`config.mk`:
```
export PLATFORM = sky130hd
export DESIGN_NAME = fspm_ctrl
export DESIGN_NICKNAME = d
export VERILOG_FILES = /design/src/include/fspm_pkg.sv /design/src/hdl/fspm_ctrl.sv
export VERILOG_INCLUDE_DIRS = /design/src /design/src/include
export SDC_FILE = /design/constraint.sdc
export NUM_CORES = 2
export LEC_CHECK = 0
export BUFFER_PORTS_ARGS = -buffer_cell sky130_fd_sc_hd__buf_2
export CORE_ASPECT_RATIO = 0.6
export CORE_MARGIN = 5
export CORE_UTILIZATION = 45
export CTS_CLUSTER_DIAMETER = 100
export CTS_CLUSTER_SIZE = 25
export DETAILED_ROUTE_END_ITERATION = 12
export PLACE_DENSITY = 0.65
export SLEW_MARGIN = 0
export SYNTH_ARGS = -nofsm -noshare
export SYNTH_HDL_FRONTEND = slang
export SYNTH_SLANG_ARGS = --single-unit
export TNS_END_PERCENT = 20
```
`constraint.sdc`:
```
create_clock -name CLK_SYS -period 4.6 [get_ports CLK_SYS]
set_input_delay 0.46 -clock CLK_SYS [delete_from_list [all_inputs] [get_ports CLK_SYS]]
set_output_delay 0.46 -clock CLK_SYS [all_outputs]
set_load 0.01 [all_outputs]
```
`src/include/fspm_consts.svh`:
```
`ifndef FSPM_CONSTS_SVH
`define FSPM_CONSTS_SVH
// Register offsets
`define FSPM_OFF_CTRL 8'h00
`define FSPM_OFF_STAT 8'h04
`define FSPM_OFF_CMD 8'h08
`define FSPM_OFF_ADDR 8'h0C
`define FSPM_OFF_WDATA 8'h10
`define FSPM_OFF_RDATA 8'h14
`define FSPM_OFF_IRQ_STAT 8'h18
`define FSPM_OFF_IRQ_CLR 8'h1C
`define FSPM_OFF_IRQ_EN 8'h20
// Control field positions
`define FSPM_CTRL_MODE_BIT 0
`define FSPM_CTRL_HALT_BIT 1
// Status field positions
`define FSPM_STAT_MODE_BIT 0
`define FSPM_STAT_HALT_BIT 1
`define FSPM_STAT_BUSY_BIT 2
`define FSPM_STAT_PEND_BIT 3
// Interrupt status bits
`define FSPM_IRQ_DONE_BIT 0
`define FSPM_IRQ_REL_BIT 1
// Commands
`define FSPM_CMD_NONE 8'h00
`define FSPM_CMD_WRITE 8'h01
`define FSPM_CMD_ERASE 8'h02
// Blank value
`define FSPM_BLANK 8'hFF
// Timing: halt release delay in ns plus fixed cycles
`define FSPM_CLK_NS 100
`define FSPM_REL_NS 10000
`define FSPM_REL_CYC ((`FSPM_REL_NS / `FSPM_CLK_NS) + 2)
`define FSPM_REL_RESET 1'b0
`endif

```
`src/include/fspm_pkg.sv`:
```
package fspm_pkg;
  // Operating state of the sequencer
  typedef enum logic [2:0] {
    FSPM_IDLE,
    FSPM_HALT,
    FSPM_READY,
    FSPM_WRITE,
    FSPM_ERASE
  } fspm_state_t;
  // Register bus request bundle
  typedef struct packed {
    logic [7:0] addr;
    logic [31:0] wdata;
    logic wr;
    logic rd;
  } fspm_bus_t;
endpackage

```
`src/hdl/fspm_ctrl.sv`:
```
// The address-and-strobe port and the register offsets were chosen for this implementation.
`timescale 1ns/10ps
`include "fspm_consts.svh"
// Self-programming mode controller
// Software enters the mode through the control word, then parks the CPU
// In a halt that releases on its own after a fixed count of clocks
// Write and erase commands run only from the ready state
// While a command runs the CPU is stalled and RAM is gated off
// Interrupt requests seen in the mode are gathered, not passed on
// They are handed to the CPU one clock after the mode ends
// Pins keep the value they had at entry for the whole mode
// Register map, all words 32 bits, narrow fields in the low bits:
//   Control: mode enter or leave, halt request
//   Status: mode, halt, busy, pending interrupt
//   Command: write one byte or erase one block
//   Address, write byte, array read byte
//   Event status, event clear, event enable
// Events: command finished, halt released
// Limitations:
//   Halt request is a stand-in for the CPU halt instruction
//   Array is a plain register file; no timing of real cells
//   No protect or security checks in this block
//   Firmware duties are not policed by the hardware:
//     mask setup, clock floor, wait after release, bit access,
//     clearing of the upper pointer bits
// Trade-off: the release delay is a count of clocks, so a slower
// System clock lengthens the halt; the parameter must be sized
// For the real clock rate to keep the time bound
module fspm_ctrl #(
  parameter int ADDR_W = 8,
  parameter int DEPTH = 256,
  parameter int BLOCK_W = 4,
  parameter int IRQ_W = 8,
  parameter int REL_CYC = `FSPM_REL_CYC
) (
  input wire logic CLK_SYS, // System clock 10 MHz
  input wire logic NRST, // Synchronous reset, active low
  input wire fspm_pkg::fspm_bus_t BUS, // Register bus request
  input wire logic [IRQ_W-1:0] IRQ_REQ, // Raw peripheral requests
  input wire logic [IRQ_W-1:0] PIN_OUT_IN, // Normal pin output values
  output logic [31:0] RDATA, // Read data, cycle after read
  output logic [IRQ_W-1:0] IRQ_ACK_REQ, // Requests passed to the CPU
  output logic CPU_STALL, // Holds CPU in wait
  output logic RAM_EN, // On-chip RAM access enable
  output logic [IRQ_W-1:0] PIN_OUT, // Pin drive values
  output logic IRQ // Level interrupt to CPU
);
  fspm_pkg::fspm_state_t state_r, state_nxt; // Sequencer state
  logic [$clog2(REL_CYC+1)-1:0] rel_cnt_r; // Halt release counter
  logic [7:0] mem_r [DEPTH]; // Flash array model
  logic [ADDR_W-1:0] addr_r; // Target address
  logic [7:0] wdata_r; // Write byte
  logic [7:0] rdata_byte_r; // Array read byte
  logic [7:0] cmd_r; // Pending command
  logic [BLOCK_W-1:0] erase_cnt_r; // Erase walk index
  logic [IRQ_W-1:0] pend_r; // Deferred interrupt requests
  logic [IRQ_W-1:0] pin_hold_r; // Pin state frozen at entry
  logic [1:0] irq_stat_r; // Sticky event bits
  logic [1:0] irq_en_r; // Event enables
  logic [1:0] ev; // Events this cycle
  logic mode_on; // Self-programming active
  logic wr_ctrl, wr_cmd, rel_done, erase_last;

  assign mode_on = (state_r != fspm_pkg::FSPM_IDLE);
  assign wr_ctrl = BUS.wr && (BUS.addr == `FSPM_OFF_CTRL);
  assign wr_cmd = BUS.wr && (BUS.addr == `FSPM_OFF_CMD);
  assign rel_done = (state_r == fspm_pkg::FSPM_HALT) && (rel_cnt_r == 1);
  assign erase_last = (erase_cnt_r == {BLOCK_W{1'b1}});

  // Next state
  // Idle goes to ready on a mode write
  // Ready accepts halt, leave, write and erase in that priority
  // Halt stays until the release counter runs out
  // Write takes one clock, erase one clock per byte of the block
  // Commands written outside ready are stored but never run
  always_comb begin
    state_nxt = state_r;
    case (state_r)
      fspm_pkg::FSPM_IDLE: begin
        if (wr_ctrl && BUS.wdata[`FSPM_CTRL_MODE_BIT]) begin
          state_nxt = fspm_pkg::FSPM_READY;
        end
      end
      fspm_pkg::FSPM_READY: begin
        // Halt request after entry starts the auto release
        if (wr_ctrl && BUS.wdata[`FSPM_CTRL_HALT_BIT]) begin
          state_nxt = fspm_pkg::FSPM_HALT;
        end else if (wr_ctrl && !BUS.wdata[`FSPM_CTRL_MODE_BIT]) begin
          state_nxt = fspm_pkg::FSPM_IDLE;
        end else if (wr_cmd && BUS.wdata[7:0] == `FSPM_CMD_WRITE) begin
          state_nxt = fspm_pkg::FSPM_WRITE;
        end else if (wr_cmd && BUS.wdata[7:0] == `FSPM_CMD_ERASE) begin
          state_nxt = fspm_pkg::FSPM_ERASE;
        end
      end
      fspm_pkg::FSPM_HALT: begin
        if (rel_done) begin
          state_nxt = fspm_pkg::FSPM_READY;
        end
      end
      fspm_pkg::FSPM_WRITE: state_nxt = fspm_pkg::FSPM_READY;
      fspm_pkg::FSPM_ERASE: begin
        if (erase_last) begin
          state_nxt = fspm_pkg::FSPM_READY;
        end
      end
      default: state_nxt = fspm_pkg::FSPM_IDLE;
    endcase
  end

  // State register; reset aborts any operation mid-way
  always_ff @(posedge CLK_SYS) begin
    if (!NRST) begin
      state_r <= fspm_pkg::FSPM_IDLE;
    end else begin
      state_r <= state_nxt;
    end
  end

  // Halt release countdown, exactly 10 us plus 2 clocks
  // Loaded in every state but halt, so each halt starts full
  // Halt lasts exactly REL_CYC clocks: the release fires at a count of one
  // And the next state leaves halt at that edge
  // Stops at zero so a stuck halt cannot wrap the counter
  always_ff @(posedge CLK_SYS) begin
    if (!NRST) begin
      rel_cnt_r <= '0;
    end else if (state_r != fspm_pkg::FSPM_HALT) begin
      rel_cnt_r <= ($clog2(REL_CYC+1))'(REL_CYC);
    end else if (rel_cnt_r != 0) begin
      rel_cnt_r <= rel_cnt_r - 1'b1;
    end
  end

  // Address, data and command capture
  always_ff @(posedge CLK_SYS) begin
    if (!NRST) begin
      addr_r <= '0;
      wdata_r <= 8'h00;
      cmd_r <= `FSPM_CMD_NONE;
    end else begin
      if (BUS.wr && BUS.addr == `FSPM_OFF_ADDR) begin
        addr_r <= BUS.wdata[ADDR_W-1:0];
      end
      if (BUS.wr && BUS.addr == `FSPM_OFF_WDATA) begin
        wdata_r <= BUS.wdata[7:0];
      end
      if (wr_cmd) begin
        cmd_r <= BUS.wdata[7:0];
      end
    end
  end

  // Erase walk over one block
  always_ff @(posedge CLK_SYS) begin
    if (!NRST) begin
      erase_cnt_r <= '0;
    end else if (state_r == fspm_pkg::FSPM_ERASE) begin
      erase_cnt_r <= erase_cnt_r + 1'b1;
    end else begin
      erase_cnt_r <= '0;
    end
  end

  // Flash array; no reset so contents survive, but not an interrupted op
  // Erase walks the block low to high, one byte a clock
  // A reset in mid-walk leaves the upper bytes untouched
  // Read byte follows the address with one clock of latency
  // Write and erase never overlap: only one state can be active
  always_ff @(posedge CLK_SYS) begin
    if (state_r == fspm_pkg::FSPM_WRITE) begin
      mem_r[addr_r] <= wdata_r;
    end else if (state_r == fspm_pkg::FSPM_ERASE) begin
      mem_r[{addr_r[ADDR_W-1:BLOCK_W], erase_cnt_r}] <= `FSPM_BLANK;
    end
    rdata_byte_r <= mem_r[addr_r];
  end

  // Deferred interrupt capture during the mode
  // Requests are or-ed into a pending word and held
  // Nothing reaches the CPU after the first clock of the mode
  // On exit the pending word and live requests go out together
  // Pending is dropped one clock after exit, once handed over
  always_ff @(posedge CLK_SYS) begin
    if (!NRST) begin
      pend_r <= '0;
      IRQ_ACK_REQ <= '0;
    end else if (mode_on) begin
      pend_r <= pend_r | IRQ_REQ;
      IRQ_ACK_REQ <= '0;
    end else begin
      pend_r <= '0;
      IRQ_ACK_REQ <= pend_r | IRQ_REQ;
    end
  end

  // CPU stall and RAM gating; no instruction runs during a command
  // Taken from the next state so both change on the entry edge
  // RAM stays enabled in halt: only commands keep it idle
  always_ff @(posedge CLK_SYS) begin
    if (!NRST) begin
      CPU_STALL <= 1'b0;
      RAM_EN <= 1'b1;
    end else begin
      CPU_STALL <= (state_nxt == fspm_pkg::FSPM_HALT) ||
                   (state_nxt == fspm_pkg::FSPM_WRITE) ||
                   (state_nxt == fspm_pkg::FSPM_ERASE);
      RAM_EN <= (state_nxt != fspm_pkg::FSPM_WRITE) &&
                (state_nxt != fspm_pkg::FSPM_ERASE);
    end
  end

  // Pins frozen as in HALT while the mode is active
  // Hold register tracks the pins outside the mode
  // So the frozen value is the one seen at the entry edge
  // Pins drive low during reset
  always_ff @(posedge CLK_SYS) begin
    if (!NRST) begin
      pin_hold_r <= '0;
      PIN_OUT <= '0;
    end else if (!mode_on) begin
      pin_hold_r <= PIN_OUT_IN;
      PIN_OUT <= PIN_OUT_IN;
    end else begin
      PIN_OUT <= pin_hold_r;
    end
  end

  // Events: command done, halt released
  assign ev[`FSPM_IRQ_DONE_BIT] = (state_r == fspm_pkg::FSPM_WRITE) ||
                                  ((state_r == fspm_pkg::FSPM_ERASE) && erase_last);
  assign ev[`FSPM_IRQ_REL_BIT] = rel_done;

  // Sticky status; a same-cycle event beats the clear
  // Clear is write-one; zero bits leave status alone
  // Interrupt line lags the status by one clock
  // Enables do not gate the status, only the line
  always_ff @(posedge CLK_SYS) begin
    if (!NRST) begin
      irq_stat_r <= 2'h0;
      irq_en_r <= 2'h0;
      IRQ <= 1'b0;
    end else begin
      if (BUS.wr && BUS.addr == `FSPM_OFF_IRQ_CLR) begin
        irq_stat_r <= (irq_stat_r & ~BUS.wdata[1:0]) | ev;
      end else begin
        irq_stat_r <= irq_stat_r | ev;
      end
      if (BUS.wr && BUS.addr == `FSPM_OFF_IRQ_EN) begin
        irq_en_r <= BUS.wdata[1:0];
      end
      IRQ <= |(irq_stat_r & irq_en_r);
    end
  end

  // Read data, valid only in the cycle after the strobe
  // Returns zero at all other times so a stale word never lingers
  // Clear register and unmapped offsets read as zero
  // Status busy covers both write and erase
  always_ff @(posedge CLK_SYS) begin
    if (!NRST) begin
      RDATA <= 32'h0000_0000;
    end else if (BUS.rd) begin
      case (BUS.addr)
        `FSPM_OFF_CTRL: RDATA <= {30'h0, state_r == fspm_pkg::FSPM_HALT, mode_on};
        `FSPM_OFF_STAT: RDATA <= {28'h0, |pend_r,
                                  state_r == fspm_pkg::FSPM_WRITE ||
                                  state_r == fspm_pkg::FSPM_ERASE,
                                  state_r == fspm_pkg::FSPM_HALT, mode_on};
        `FSPM_OFF_CMD: RDATA <= {24'h0, cmd_r};
        `FSPM_OFF_ADDR: RDATA <= 32'(addr_r);
        `FSPM_OFF_WDATA: RDATA <= {24'h0, wdata_r};
        `FSPM_OFF_RDATA: RDATA <= {24'h0, rdata_byte_r};
        `FSPM_OFF_IRQ_STAT: RDATA <= {30'h0, irq_stat_r};
        `FSPM_OFF_IRQ_EN: RDATA <= {30'h0, irq_en_r};
        default: RDATA <= 32'h0000_0000;
      endcase
    end else begin
      RDATA <= 32'h0000_0000;
    end
  end
endmodule

```
Yosys cells after proc, flatten, opt, wreduce, memory -nomap -nowiden:

Memories as Yosys holds them, arrays and structs flattened. A register that Yosys moved wholly into a read port is not among the register bits.
Cells that the tools add are included.

* equality and inequality tests: 22
* muxes and demuxes: 20
* reductions and logical operators: 32
* $add $sub $neg: 2
* bitwise gates (word level): 7

Operators by type and width (count)
* 8-bit one-hot mux with 8 select lines: 1
* 8-bit by 5-bit == test with 1-bit output, second input constant: 4
* 3-bit two-way mux: 7
* 8-bit by 4-bit == test with 1-bit output, second input constant: 2
* 8-bit two-way mux: 2
* 8-bit OR reduction: 2
* 3-bit one-hot mux with 5 select lines: 1
* 1-bit logical AND: 14
* 7-bit two-way mux: 2
* 3-bit by 2-bit == test with 1-bit output, second input constant: 3
* 8-bit by 1-bit == test with 1-bit output, second input constant: 1
* 8-bit by 2-bit == test with 1-bit output, second input constant: 1
* 8-bit by 3-bit == test with 1-bit output, second input constant: 1
* 8-bit by 6-bit == test with 1-bit output, second input constant: 1
* 8-bit logical NOT: 1
* 8-bit OR: 1
* 7-bit by 1-bit == test with 1-bit output, second input constant: 1
* 7-bit nonzero test: 1
* 7-bit by 1-bit subtractor with 7-bit output, second input constant: 1
* 3-bit by 1-bit == test with 1-bit output, second input constant: 2
* 3-bit == test, second input constant: 2
* 1-bit two-way mux: 6
* 2-bit AND reduction: 3
* 2-bit OR reduction: 3
* other kinds (15): 20

* output and inout bits: 51
* logic and storage cells: 100
* RAM bits: 2048
* register bits after elaboration: 101
* memories kept: 1
* bits of input ports: 60

Memories
* mem_r: words 256, width 8, rd ports 1, clocked after Yosys merged registers in 1, wr ports 1, RTL line fspm_ctrl.sv:50 `logic [7:0] mem_r [DEPTH];`

Depth between registers and ports, before layout:

* depth in word-level cells: 11
* gate-level depth with buffers: 13
* mapped depth without buffers: 7

Worst setup path after synthesis:

OpenSTA, ideal clock, no wires.

* kind: reg2reg
* start point: register state_r[0]
* end point: memory mem_r[0][0], data pin
* stages on the path, launching flop included: 6
* path slack: -450 ps
* arrival: 4150 ps
* clock period less this slack: 5050 ps
* required time: 3699 ps
* library setup time: 901 ps
* path buffers: 2
* cell sequence: dfxtp_1 -> clkbuf_1 -> nor2_1 -> nand2_1 -> clkbuf_1 -> nand2b_1

* longest elaborated chain between the ends: 6
* elaborated cells between the ends (all ways): 7
* classes of those cells: 2 x eq/ne; 4 x mux; 1 x reduce/logical

RTL lines
* start: declaration: RTL line fspm_ctrl.sv:48 `fspm_pkg::fspm_state_t state_r, state_nxt;`
* start signal: assignment: RTL line fspm_ctrl.sv:114 `state_r <= fspm_pkg::FSPM_IDLE;`
* start signal: assignment: RTL line fspm_ctrl.sv:116 `state_r <= state_nxt;`
* 3-bit == test: RTL line fspm_ctrl.sv:173 `end else if (state_r == fspm_pkg::FSPM_ERASE) begin`
* 1-bit two-way mux: RTL line fspm_ctrl.sv:173
* 1-bit two-way mux (*): RTL line fspm_ctrl.sv:171 `if (state_r == fspm_pkg::FSPM_WRITE) begin`
* 1-bit two-way mux (no line) (*)
* 8-bit OR reduction (no line) (*)
* 8-bit two-way mux (no line) (*)
* end: declaration: RTL line fspm_ctrl.sv:50

Every way passes the cells marked *; elsewhere a longest branch is shown, timed or not.

==> summary.md <==
| Metric | Value |
|---|---|
| Outcome | finished clean |
| Maxcap violations | 0 |
| Worst-case clock buffer depth | 3 |
| Vias in the first global route | 43,000 |
| I/O Pins | 111 |
| Hold-critical path depth | 3 |
| Sw frac | 0.192 |
| Synth-to-Final Area Change | 10.3% |
| Synthesized flop and latch total | 2,133 |
| Sequential share of the synthesized area | 0.756 |
| Yosys warns | 0 |
| FF-to-FF setup slack | 0.59 ns |
| Per-cell routed wire length | 33.1 um |
| Global route overflow | 0 |
| RSZ-0062 raised after global routing | no |
| Core area | 185,000 um2 |
| Die Span X | 566 um |
| Largest net degree at the start of global routing | 133 |
| Final hold violations | 0 |
| Htree depth | 3 |
| Gate Count Post-Synth | 4,406 |
| Post-Syn Area per Cell | 19.0 um2 |
| Clock skew | 0.0490 ns |
| Seq pwr share | 0.676 |
| Fin nets | 4,793 |
| Worst flop-to-flop path endpoint | rdata_byte_r[1] |
| Clk slew on worst S/H paths | 0.11 ns |
| Reg-to-Reg Start | addr_r[0] |
| Starting Density | 0.453 |
| Relative slew slack | 0.160 |
| Post-CTS Setup Bufs | 0 |
| Hold Worst Slack | 0.0429 ns |
| Post-Synthesis Cell Area | 83,600 um2 |
| Post-placement cell area | 89,300 um2 |
| Leak pwr | 26.5 nW |
| Max reg flops | 2,048 |
| Filler cell count | 14,800 |
| Tmin final | 4.01 ns |
| # port buffers | 62 |
| Most frequent cells in the layout | 2,048 x edfxtp_1, 388 x mux4_2, 372 x buf_4, 327 x nor2_1, 313 x mux2i_1 |
| WL final | 240,000 um |
| Worst Path Required | 5.24 ns |
| CTS root buffer | clkbuf_16 |
| Place WS | 0.755 ns |
| Worst Path Class, Setup | reg -> reg |
| Layout cells sized above 1 | 0.211 |
| DRC viols | 0 |
| Vias/cell | 6.34 |
| Total GRT Usage | 0.243 |
| Row count | 122 |
| Worst Reg-to-Reg Cells | 9 |
| CTS tree | yes |
| Hold Startpoint | BUS[4] |
| Reg area | 63,200 um2 |
| Hold Crit Class | in -> reg |
| Number of library cell types mapped by synthesis | 69 |
| Initial DRC Count | 7,608 |
| Clock latency on the worst-skew pair | 0.75 ns |
| Post-route cell area | 92,200 um2 |
| Setup violators final | 0 |
| CTS Sinks | 2,133 |
| First-pass GRT wire length | 337,000 um |
| Async SR Flop Fraction | 0 |
| Number of routed nets with antenna violations | 0 |
| Max-slew violation count | 0 |
| Final HPWL DP | 158,000 um |
| CTS buffer count | 95 |
| Post-CTS Hold Buffers | 21 |
| Post-cts resize count | 0 |
| Int Pwr | 25.0 mW |
| Most common cell after layout, fill and taps aside | edfxtp_1 |
| CP endpoint kind | register |
| Clk pwr share | 0.320 |
| Fin crit share | 0.872 |
| Total Power | 31.0 mW |
| Number of flops mapped to enable cells by yosys | 2,048 |
| Largest register by flop count | mem_r |
| GP Congestion | 0.927 |
| Main synth FF type | edfxtp_1 |
| Fin worst setup slack | 0.587 ns |
| Power share of the combinational group | 0.005 |
| Worst Path Arrival | 4.65 ns |
| First-pass DRT Iterations | 9 |
| Multi-input gate area | 19,200 um2 |
| Via count | 46,000 |
| Pwr dens | 336 nW/um2 |
| F_max | 0.249 GHz |
| DIE HEIGHT | 344 um |
| Worst Tran Pin Value | 1.26 ns |
| Setup TNS | 0 ns |
| Max FO, Critical Path | 28 |
| Hold Path Sink | addr_r[2] |
| Initial antenna violation count | 8 |
| Worst setup SP type | register |
| Die area | 195,000 um2 |
| Switching pwr | 5.96 mW |
| Peak VDD IR | 0.263 mV |
metal layers:
metal  track usage  routed length, um  vias to the layer above
met5             0                 34                        -
met4        0.0487               5330                        4
met3        0.0921              36400                      335
met2         0.320              96500                     2964
met1         0.382             102000                    24300
li1              -                  -                    18400
critical path: stages (launching register included):
cell	delay, ns
dfxtp_4	0.80
buf_12	0.32
nor2b_1	0.68
buf_12	0.25
a22oi_1	0.12
nand3_1	0.17
nand4_1	0.16
nor4_1	0.52
o2111ai_1	0.32
or4_1	0.53
final cells by class:
type	count	area share
Antenna cell	7	0.000190
Clock buffer	141	0.0288
Clock inverter	3	0.000448
Inverter	16	0.000692
Multi-Input combinational cell	1995	0.208
Sequential cell	2133	0.685
Tap cell	2480	0.0336
Timing Repair Buffer	488	0.0431
Yosys cell counts, types with 7 or more instances:
master / number / area (um2)
buf_1: 25 / 93.8
o211ai_1: 15 / 113
a31oi_1: 20 / 125
inv_1: 15 / 56.3
nand4_1: 29 / 181
nor4_1: 17 / 106
a22o_1: 7 / 61.3
a222oi_1: 8 / 80.1
nand3_1: 95 / 475
o22ai_1: 7 / 43.8
nor3_1: 30 / 150
edfxtp_1: 2048 / 61500
o31ai_1: 9 / 67.6
nor2b_1: 32 / 200
clkbuf_1: 144 / 541
a221oi_1: 81 / 709
o21ai_0: 59 / 295
nand2b_1: 16 / 100
buf_2: 61 / 305
a22oi_1: 79 / 593
or3_1: 7 / 43.8
a211oi_1: 11 / 82.6
nor2_1: 328 / 1230
mux2_2: 19 / 214
mux2i_1: 313 / 3130
o2111ai_1: 16 / 140
a21boi_0: 24 / 180
buf_4: 53 / 398
nand2_1: 204 / 766
dfxtp_1: 85 / 1700
a21oi_1: 53 / 265
and3_1: 20 / 125
mux4_2: 388 / 8740
worst max path at each step:
stage / startpoint / endpoint / cells after the start
2_1_floorplan: state_r[0] / mem_r[0][0] / 5
3_3_place_gp: addr_r[0] / rdata_byte_r[1] / 9
3_5_place_dp: addr_r[0] / rdata_byte_r[1] / 9
4_1_cts: addr_r[0] / rdata_byte_r[1] / 9
5_1_grt: addr_r[0] / rdata_byte_r[6] / 10
6_report: addr_r[0] / rdata_byte_r[1] / 9
metrics by stage:
step / std cells / utilization
after floorplan: 4429 / -
after global placement: 7091 / 0.484
after detailed placement: 7091 / 0.484
after CTS: 7256 / 0.500
after global routing: 7256 / 0.500
final: 7263 / 0.500
cell families after synthesis:
kind of cell | synth area share
DFF | 0.756
and+or+nand+nor | 0.0446
muxes | 0.145
AOI/OAI and AO/OA | 0.0367
buffers and inverters | 0.0169
xor gates and xnor gates | 0.000524
adders and majority gates | 0.000599
other | 0.0000449
power by group through the flow:
| stage | logic (mW) | registers (mW) | clock network [mW] |
|---|---|---|---|
| 6_report | 0.140 | 20.9 | 9.91 |
| 5_1_grt | 0.151 | 20.9 | 10.7 |
| 4_1_cts | 0.138 | 20.9 | 9.96 |
| 3_5_place_dp | 0.123 | 21.4 | 0 |
| 3_3_place_gp | 0.121 | 21.4 | 0 |
| 2_1_floorplan | 0.0789 | 21.4 | 0 |
Power figures use the tool's default switching activity.
